==> config.mk <==
export PLATFORM = sky130hd
export DESIGN_NAME = idb_bank_ctrl
export DESIGN_NICKNAME = d
export VERILOG_FILES = /design/src/shared/idb_pkg.sv /design/src/verilog/idb_bank_ctrl.sv
export VERILOG_INCLUDE_DIRS = /design/src /design/src/shared
export SDC_FILE = /design/constraint.sdc
export NUM_CORES = 1
export LEC_CHECK = 0
export ABC_CLOCK_PERIOD_IN_PS = 3300
export BUFFER_PORTS_ARGS = -buffer_cell sky130_fd_sc_hd__buf_2
export CORE_AREA = 4 4 246 248
export DETAILED_ROUTE_END_ITERATION = 10
export DIE_AREA = 0 0 250 252
export HOLD_SLACK_MARGIN = 0.03
export PLACE_DENSITY_LB_ADDON = 0.2
export SYNTH_ARGS = -nofsm -noshare
export SYNTH_HDL_FRONTEND = slang
export SYNTH_SLANG_ARGS = --single-unit
==> constraint.sdc <==
create_clock -name sys_clk -period 3.3 [get_ports sys_clk]
set_clock_uncertainty 0.05 [all_clocks]
set_input_delay 0.33 -clock sys_clk [delete_from_list [all_inputs] [get_ports sys_clk]]
set_output_delay 0.33 -clock sys_clk [all_outputs]
set_load 0.005 [all_outputs]
==> src/shared/idb_regs.svh <==
`ifndef IDB_REGS_SVH
`define IDB_REGS_SVH

`define IDB_NUM_REQ     5
`define IDB_ID_W        3
`define IDB_REQ_DISPLAY 3'h0
`define IDB_REQ_HOST    3'h1
`define IDB_REQ_ACCEL   3'h2
`define IDB_REQ_IMAGE   3'h3
`define IDB_REQ_REFRESH 3'h4
`define IDB_ADDR_W      9
`define IDB_DATA_W      32
`define IDB_CAS_W       8

// One tick is one sys_clk, which is half a memory clock period; a column pair spans four ticks.
`define IDB_CLK_MHZ     100
`define IDB_T_RCD_NS    40
`define IDB_T_RP_NS     40
`define IDB_T_RREF_NS   80
`define IDB_CYC(ns)     (((ns) * `IDB_CLK_MHZ + 999) / 1000)
`define IDB_RCD_CYC     4'(`IDB_CYC(`IDB_T_RCD_NS))
`define IDB_RP_CYC      4'(`IDB_CYC(`IDB_T_RP_NS))
`define IDB_RREF_CYC    4'(`IDB_CYC(`IDB_T_RREF_NS))

// Per-tick masks, bit n set means active in tick n of a column pair.
`define IDB_EV_CAS      4'h3
`define IDB_OD_CAS      4'hc
`define IDB_EV_CAS_OE   4'h7
`define IDB_OD_CAS_OE   4'he
`define IDB_EV_OE       4'h6
`define IDB_OD_OE       4'h8
`define IDB_EV_SAMP     4'h8
`define IDB_OD_SAMP     4'h1
`define IDB_EV_CAP      4'h2
`define IDB_EV_CAP_OE   4'h4
`define IDB_OD_CAP      4'h8

`endif

==> src/shared/idb_pkg.sv <==
`include "idb_regs.svh"
package idb_pkg;

  typedef logic [`IDB_NUM_REQ-1:0] idb_reqvec_t;

  typedef struct packed {
    logic [`IDB_ADDR_W-1:0]   row;
    logic [`IDB_ADDR_W-1:0]   col;
    logic                     we;
    logic [`IDB_CAS_W-1:0]    be;
    logic [2*`IDB_DATA_W-1:0] wdata;
  } idb_req_t;

  typedef struct packed {
    logic                   ras_n;
    logic [`IDB_ADDR_W-1:0] addr;
    logic                   memory_write_strobe_n;
    logic [`IDB_CAS_W-1:0]  cas_n;
  } idb_dram_t;

  typedef struct packed {
    logic odd_bank_b_out_en_n;
    logic odd_bank_a_out_en_n;
    logic even_bank_b_out_en_n;
    logic even_bank_a_out_en_n;
  } idb_oe_t;

  typedef struct packed {
    logic shared_select_bit1;
    logic ext_pixel_clock_in;
    logic ext_sync_in;
    logic ext_video_in;
  } idb_shared_t;

  typedef enum logic [1:0] {IDB_IDLE, IDB_ACT, IDB_PAGE, IDB_PRE} idb_state_t;

endpackage : idb_pkg

==> src/verilog/idb_bank_ctrl.sv <==
`timescale 1ns/100ps
`default_nettype none
`include "idb_regs.svh"
module idb_bank_ctrl (
  input  wire logic                                       sys_clk,
  input  wire logic                                       arst_n,
  input  wire logic                                       cas_only_mode,
  input  wire logic [`IDB_NUM_REQ-1:0]                    req_valid,
  input  wire idb_pkg::idb_req_t [`IDB_NUM_REQ-1:0]       req,
  output logic [`IDB_NUM_REQ-1:0]                         req_ready,
  output logic                                            rsp_valid,
  output logic [`IDB_ID_W-1:0]                            rsp_id,
  output logic [2*`IDB_DATA_W-1:0]                        rsp_rdata,
  output var idb_pkg::idb_dram_t                          dram,
  output logic [`IDB_DATA_W-1:0]                          md_out,
  output logic                                            md_oe_n,
  input  wire logic [`IDB_DATA_W-1:0]                     md_in,
  output var idb_pkg::idb_oe_t                            oe_pin_out,
  output var idb_pkg::idb_oe_t                            oe_pin_oe_n,
  input  wire idb_pkg::idb_shared_t                       oe_pin_in,
  output var idb_pkg::idb_shared_t                        shared_in_q
);

  // ==========================================================================
  // Arbitration
  // ==========================================================================
  idb_pkg::idb_state_t       state_ff;
  idb_pkg::idb_state_t       nxt_state;
  idb_pkg::idb_req_t         cur_ff;
  logic [`IDB_ID_W-1:0]      cur_id_ff;
  logic [1:0]                ph_ff;
  logic [3:0]                cnt_ff;
  logic [3:0]                nxt_cnt;
  logic [`IDB_ID_W-1:0]      win_id;
  idb_pkg::idb_req_t         win_req;
  logic                      any_req;
  logic                      take;
  logic                      take_page;
  logic                      ph_last;
  logic                      cnt_done;
  logic [3:0]                cnt_lim;

  // Fixed priority: the display fetch is chosen whenever it asks.
  assign win_id = req_valid[0] ? `IDB_REQ_DISPLAY :
                  req_valid[1] ? `IDB_REQ_HOST    :
                  req_valid[2] ? `IDB_REQ_ACCEL   :
                  req_valid[3] ? `IDB_REQ_IMAGE   : `IDB_REQ_REFRESH;
  assign win_req   = req[win_id];
  assign any_req   = |req_valid;
  assign ph_last   = ph_ff == 2'h3;
  // A page stays open while a non-refresh winner hits the same row, so bursts avoid row cycles.
  assign take_page = (state_ff == idb_pkg::IDB_PAGE) && ph_last && any_req &&
                     (win_req.row == cur_ff.row) && (win_id != `IDB_REQ_REFRESH);
  assign take      = ((state_ff == idb_pkg::IDB_IDLE) && any_req) || take_page;
  assign req_ready = take ? idb_pkg::idb_reqvec_t'(1 << win_id) : '0;
  assign cnt_lim   = (state_ff == idb_pkg::IDB_PRE) ? `IDB_RP_CYC :
                     (cur_id_ff == `IDB_REQ_REFRESH) ? `IDB_RREF_CYC : `IDB_RCD_CYC;
  assign cnt_done  = cnt_ff == (cnt_lim - 4'h1);

  always_comb begin
    nxt_state = state_ff;
    nxt_cnt   = cnt_ff + 4'h1;
    case (state_ff)
      idb_pkg::IDB_IDLE: begin
        nxt_cnt = 4'h0;
        if (any_req) begin
          nxt_state = idb_pkg::IDB_ACT;
        end
      end
      idb_pkg::IDB_ACT: begin
        if (cnt_done) begin
          nxt_cnt   = 4'h0;
          // Refresh is a row-only cycle with no column phase.
          nxt_state = (cur_id_ff == `IDB_REQ_REFRESH) ? idb_pkg::IDB_PRE : idb_pkg::IDB_PAGE;
        end
      end
      idb_pkg::IDB_PAGE: begin
        nxt_cnt = 4'h0;
        if (ph_last && !take_page) begin
          nxt_state = idb_pkg::IDB_PRE;
        end
      end
      idb_pkg::IDB_PRE: begin
        if (cnt_done) begin
          nxt_cnt   = 4'h0;
          nxt_state = idb_pkg::IDB_IDLE;
        end
      end
      default: begin
        nxt_state = idb_pkg::IDB_IDLE;
        nxt_cnt   = 4'h0;
      end
    endcase
  end

  always_ff @(posedge sys_clk or negedge arst_n) begin
    if (!arst_n) begin
      state_ff  <= idb_pkg::IDB_IDLE;
      cnt_ff    <= 4'h0;
      ph_ff     <= 2'h0;
      cur_ff    <= '0;
      cur_id_ff <= `IDB_REQ_DISPLAY;
    end else begin
      state_ff <= nxt_state;
      cnt_ff   <= nxt_cnt;
      ph_ff    <= (state_ff == idb_pkg::IDB_PAGE) ? ph_ff + 2'h1 : 2'h0;
      if (take) begin
        cur_ff    <= win_req;
        cur_id_ff <= win_id;
      end
    end
  end

  // ==========================================================================
  // Strobe and data timing
  // ==========================================================================
  logic                      in_page;
  logic                      oe_mode;
  logic                      rd;
  logic [3:0]                ev_mask;
  logic [3:0]                od_mask;
  logic                      ev_low;
  logic                      od_low;
  logic                      drive_ev;
  logic                      drive_od;
  logic                      nxt_cap_ev;
  logic                      nxt_cap_od;
  logic                      cap_ev_ff;
  logic                      cap_od_ff;
  logic [`IDB_ID_W-1:0]      pend_id_ff;
  logic [`IDB_DATA_W-1:0]    rd_lo_ff;
  idb_pkg::idb_dram_t        nxt_dram;
  idb_pkg::idb_oe_t          nxt_oe_out;
  idb_pkg::idb_oe_t          nxt_oe_en_n;
  logic [3:0]                ev_samp_m;
  logic [3:0]                od_samp_m;
  logic [3:0]                ev_oe_m;
  logic [3:0]                od_oe_m;
  logic [3:0]                ev_cap_m;
  logic [3:0]                od_cap_m;
  logic [3:0]                nxt_shared;

  assign in_page = state_ff == idb_pkg::IDB_PAGE;
  assign oe_mode = !cas_only_mode;
  assign rd      = in_page && !cur_ff.we;
  // Writes keep the non-overlapping strobes because the banks share the data bus.
  assign ev_mask = (oe_mode && rd) ? `IDB_EV_CAS_OE : `IDB_EV_CAS;
  assign od_mask = (oe_mode && rd) ? `IDB_OD_CAS_OE : `IDB_OD_CAS;
  assign ev_low  = in_page && ev_mask[ph_ff];
  assign od_low  = in_page && od_mask[ph_ff];

  assign nxt_dram.ras_n = !((state_ff == idb_pkg::IDB_ACT) || in_page);
  assign nxt_dram.addr  = in_page ? cur_ff.col : cur_ff.row;
  assign nxt_dram.memory_write_strobe_n = !(in_page && cur_ff.we);
  // Upper strobe lanes address the odd bank, lower lanes the even bank.
  assign nxt_dram.cas_n = ~(cur_ff.be & {{4{od_low}}, {4{ev_low}}});

  // Tick masks live in named wires so that the current tick can index them.
  assign ev_samp_m = `IDB_EV_SAMP;
  assign od_samp_m = `IDB_OD_SAMP;
  assign ev_oe_m   = `IDB_EV_OE;
  assign od_oe_m   = `IDB_OD_OE;
  assign ev_cap_m  = oe_mode ? `IDB_EV_CAP_OE : `IDB_EV_CAP;
  assign od_cap_m  = `IDB_OD_CAP;

  // Pins are released outside the column phase and in each bank's precharge tick.
  assign drive_ev = oe_mode && in_page && !ev_samp_m[ph_ff];
  assign drive_od = oe_mode && in_page && !od_samp_m[ph_ff];
  assign nxt_oe_out.even_bank_a_out_en_n = !(rd && ev_oe_m[ph_ff]);
  assign nxt_oe_out.even_bank_b_out_en_n = !(rd && ev_oe_m[ph_ff]);
  assign nxt_oe_out.odd_bank_a_out_en_n  = !(rd && od_oe_m[ph_ff]);
  assign nxt_oe_out.odd_bank_b_out_en_n  = !(rd && od_oe_m[ph_ff]);
  assign nxt_oe_en_n = {!drive_od, !drive_od, !drive_ev, !drive_ev};

  assign nxt_cap_ev = rd && ev_cap_m[ph_ff];
  assign nxt_cap_od = rd && od_cap_m[ph_ff];

  always_ff @(posedge sys_clk or negedge arst_n) begin
    if (!arst_n) begin
      dram        <= '{ras_n: 1'b1, addr: '0, memory_write_strobe_n: 1'b1, cas_n: '1};
      md_out      <= '0;
      md_oe_n     <= 1'b1;
      oe_pin_out  <= '1;
      oe_pin_oe_n <= '1;
      cap_ev_ff   <= 1'b0;
      cap_od_ff   <= 1'b0;
      pend_id_ff  <= `IDB_REQ_DISPLAY;
    end else begin
      dram        <= nxt_dram;
      md_out      <= ph_ff[1] ? cur_ff.wdata[2*`IDB_DATA_W-1:`IDB_DATA_W] : cur_ff.wdata[`IDB_DATA_W-1:0];
      md_oe_n     <= !(in_page && cur_ff.we);
      oe_pin_out  <= nxt_oe_out;
      oe_pin_oe_n <= nxt_oe_en_n;
      cap_ev_ff   <= nxt_cap_ev;
      cap_od_ff   <= nxt_cap_od;
      if (nxt_cap_od) begin
        pend_id_ff <= cur_id_ff;
      end
    end
  end

  // ==========================================================================
  // Read return and shared input sampling
  // ==========================================================================
  always_ff @(posedge sys_clk or negedge arst_n) begin
    if (!arst_n) begin
      rd_lo_ff  <= '0;
      rsp_valid <= 1'b0;
      rsp_id    <= `IDB_REQ_DISPLAY;
      rsp_rdata <= '0;
    end else begin
      rsp_valid <= cap_od_ff;
      if (cap_ev_ff) begin
        rd_lo_ff <= md_in;
      end
      if (cap_od_ff) begin
        rsp_rdata <= {md_in, rd_lo_ff};
        rsp_id    <= pend_id_ff;
      end
    end
  end

  // A pin is sampled only during a whole tick in which our driver is off.
  genvar gi;
  generate
    for (gi = 0; gi < 4; gi++) begin : g_shared
      assign nxt_shared[gi] = oe_pin_oe_n[gi] ? oe_pin_in[gi] : shared_in_q[gi];
    end
  endgenerate

  // One register for all four pins keeps a single driver on the sampled word.
  always_ff @(posedge sys_clk or negedge arst_n) begin
    if (!arst_n) begin
      shared_in_q <= '0;
    end else begin
      shared_in_q <= nxt_shared;
    end
  end

endmodule : idb_bank_ctrl
`default_nettype wire
==> results_dict.tcl <==
set metrics [dict create \
    first_global_vias 12710 \
    totalPowerFinal_mw 12.76 \
    vias 12350 \
    grt_util_met3_pct 5.371 \
    htree_levels 2 \
    die_x_um 250 \
    synthCells 1174 \
    fin_area_sq_um 18500 \
    cpMostUsedCell "buf_2" \
    path_max_fanout 46 \
    crit_chain "buf_2 > or2_1 > nor3_2 > nand2_1 > a32o_1 > nor4_4 > a21oi_4 > buf_12 > nor2b_1 > buf_2" \
    placed_area_sq_um 16640 \
    syn_avg_cell_area_sq_um 10.74 \
    cap_violations 0 \
    synth_ff_type "dfrtp_1" \
    use_met1_pct 20.50 \
    power_leakage_nw 8.908 \
    yosys.area.top_type "dfrtp_1" \
    area_growth_pct 46.74 \
    dp_cells 2511 \
    core_sq_um 58460 \
    rrSetupSlack_ns 0.88 \
    ctsResizeCount 0 \
    cts_tree "built" \
    die_y_um 252 \
    crit_type "in -> out" \
    grt_pass1_wl_mm 81.39 \
    drt-total-wl_mm 56.90 \
    antenna_found_initial 45 \
    grt_max_degree 135 \
    numPortBuffers 635 \
    irDropWorstVdd_uv 345.9 \
    syn-cell-area_sq_um 12610 \
    async_flop_share_pct 100.0 \
    synth_cell_types 53 \
    grt_use_met2_pct 29.64 \
    cts.sinks 266 \
    pin_count 636 \
    p_per_area_nw_per_um2 689.8 \
    gr-usage-all-layers_pct 17.14 \
    vias_per_cell 4.644 \
    r2r_start "ph_ff[0]" \
    synth.top_cells.by_area "dfrtp_1, mux2_2, a222oi_1" \
    start_kind "primary input" \
    worstPathArrival_ns 2.68 \
    yosys.area.top_type_share_pct 50.02 \
    cts_setup_buffers 0 \
    fin_crit_sh_pct 92.74 \
    stdcell_count 2658 \
    synthTopCellsByCount "dfrtp_1, nand2_1, mux2_2" \
    required_ns 2.92 \
    dp_hpwl_mm 44.93 \
    violations "design-rule violations" \
    min_path_type "in -> reg" \
    ant_nets 0 \
    crit_end "req_ready[2]" \
    timing.rr.end "cur_ff[24]" \
    cts_root_buf "clkbuf_16" \
    r2r_cells 9 \
    nFillCells 6159 \
    period_minus_slack_ns 3.060 \
    top_usage_layer "met2" \
    synth_enable_flop_cells 0 \
    cts_buffer_depth 3 \
    slowest_delay_ns 0.40 \
    rows 89 \
    final_util_pct 31.64 \
    nNetsFinal 2346 \
    drive_gt1_share_pct 48.28 \
    place.gp.congestion 0.8889 \
    worstSetupEndpointType "output port" \
    setup_tns_ns 0 \
    clock_latency_ns 0.55 \
    first_pass_iters 11 \
    seq_area_frac_synth_pct 52.94 \
    synth_nets 1680 \
    first_iter_violations 829 \
    grt_overflow 0 \
    drc 5 \
    relSlewSlack_pct 50.22 \
    ys_seq_elements 266 \
    synth.most_common_cell "dfrtp_1" \
    wl_per_cell_um 21.41 \
    startpoint "req_valid[1]" \
    tightestPinTransition_ns 0.7467 \
    rsz0062_at_grt "no" \
    status "finished with violations" \
    die-area_sq_um 63000 \
    critPathSlowestCell "nor3_2" \
    path_clk_slew_ns 0.06 \
    initial_utilization_pct 21.56 \
    yosysWarnings 0 \
    setup_violations 0 \
    slew_violations 0 \
    hold_viol_final 0 \
    numCtsBuffers 34 \
    fmax_mhz 326.8 \
]
## what timing repair did
| item | CTS | global route |
|---|---|---|
| hold buffers | 66 | 0 |
| endpoints found under the hold margin | 170 | 0 |
| setup endpoints to repair | 0 | 0 |
## worst min path at each step
| stage | startpoint | to | slack [ns] | depth (start not counted) |
|---|---|---|---|---|
| final | req[395] | cur_ff[31] | 0.06 | 3 |
| after global routing | req[431] | cur_ff[67] | 0.05 | 3 |
| after CTS | req[431] | cur_ff[67] | 0.03 | 3 |
| after detailed placement | cur_ff[69] | dram[5] | 0.33 | 1 |
| after global placement | arst_n | rsp_rdata[23] | 0.33 | 1 |
| after floorplan | arst_n | cap_ev_ff | -0.02 | 0 |
## logic make-up (layout without fill, tap and decap cells)
| logic type | Yosys count | after routing | synth area share [%] |
|---|---|---|---|
| compound gates | 309 | 309 | 16.83 |
| xor+xnor | 2 | 2 | 0.1390 |
| fa+ha+maj | 7 | 7 | 0.6947 |
| buf+inv | 111 | 801 | 4.347 |
| flops | 266 | 266 | 52.94 |
| mux | 149 | 149 | 13.37 |
| other cells | 0 | 21 | 0 |
| simple gates | 330 | 330 | 11.68 |
## stage by stage
step                      hold WS, ns  setup slack (ns)
after floorplan              -0.01559            0.6858
after global placement         0.3298            0.3226
after detailed placement       0.3320            0.2663
after CTS                     0.03118            0.1829
after global routing          0.04593           0.04494
final                         0.05910            0.2397
## worst max-delay path: cells and delay by family
family / cells / cell delay (ns)
AO/OA/AOI/OAI: 2 / 0.43
buffers and inverters: 3 / 0.43
AND/OR/NAND/NOR: 5 / 1.43
## layer usage
layer	wire length, um	vias up	share of wire [%]
met3	4732	105	8.3
li1	-	5716	-
met5	138	-	0.24
met2	28130	595	49
met1	22470	5909	39
met4	1430	20	2.5
## sequential cells by signal, summed over array words and instances, names as in the netlist
| register | cells |
|---|---|
| state_ff | 2 |
| cap_od_ff | 1 |
| cur_ff | 91 |
| cap_ev_ff | 1 |
| md_out | 32 |
| ph_ff | 2 |
| rd_lo_ff | 32 |
| oe_pin_oe_n | 2 |
| shared_in_q | 4 |
| rsp_valid | 1 |
| oe_pin_out | 2 |
| rsp_id | 3 |
| cnt_ff | 4 |
| rsp_rdata | 64 |
| dram | 18 |
| md_oe_n | 1 |
| pend_id_ff | 3 |
| cur_id_ff | 3 |
## layout make-up
type | instances | area, sq um | area share [%]
clock buffer | 46 | 965.9 | 5.221
antenna | 21 | 52.55 | 0.2841
timing repair buffer | 732 | 4207 | 22.74
inverter | 9 | 33.78 | 0.1826
sequential | 266 | 6676 | 36.09
multi-input combinational | 797 | 5413 | 29.26
clock inverter | 14 | 185.2 | 1.001
tap | 773 | 967.2 | 5.228
## power by group
part           switching, mW  leakage (nW)  internal (mW)
Sequential             0.701          3.25           4.52
Combinational           1.93          5.10           1.87
Clock                   1.50         0.549           2.24
## cell usage in the layout (no fill, tap or decap), drive strengths merged, types with 4 or more instances in the layout
| master | n |
|---|---|
| o221ai | 5 |
| clkinvlp | 4 |
| a21oi | 18 |
| buf | 666 |
| o21ai | 170 |
| clkinv | 8 |
| inv | 9 |
| dlygate4sd3 | 66 |
| ha | 7 |
| a21o | 7 |
| nor2b | 7 |
| a222oi | 82 |
| nor2 | 17 |
| nor3b | 4 |
| clkbuf | 46 |
| dfstp | 14 |
| dfrtp | 252 |
| nand2 | 192 |
| diode | 21 |
| a221o | 6 |
| a221oi | 4 |
| nand3 | 85 |
| mux2 | 149 |
| and2 | 4 |
(Power assumes the default switching activity.)
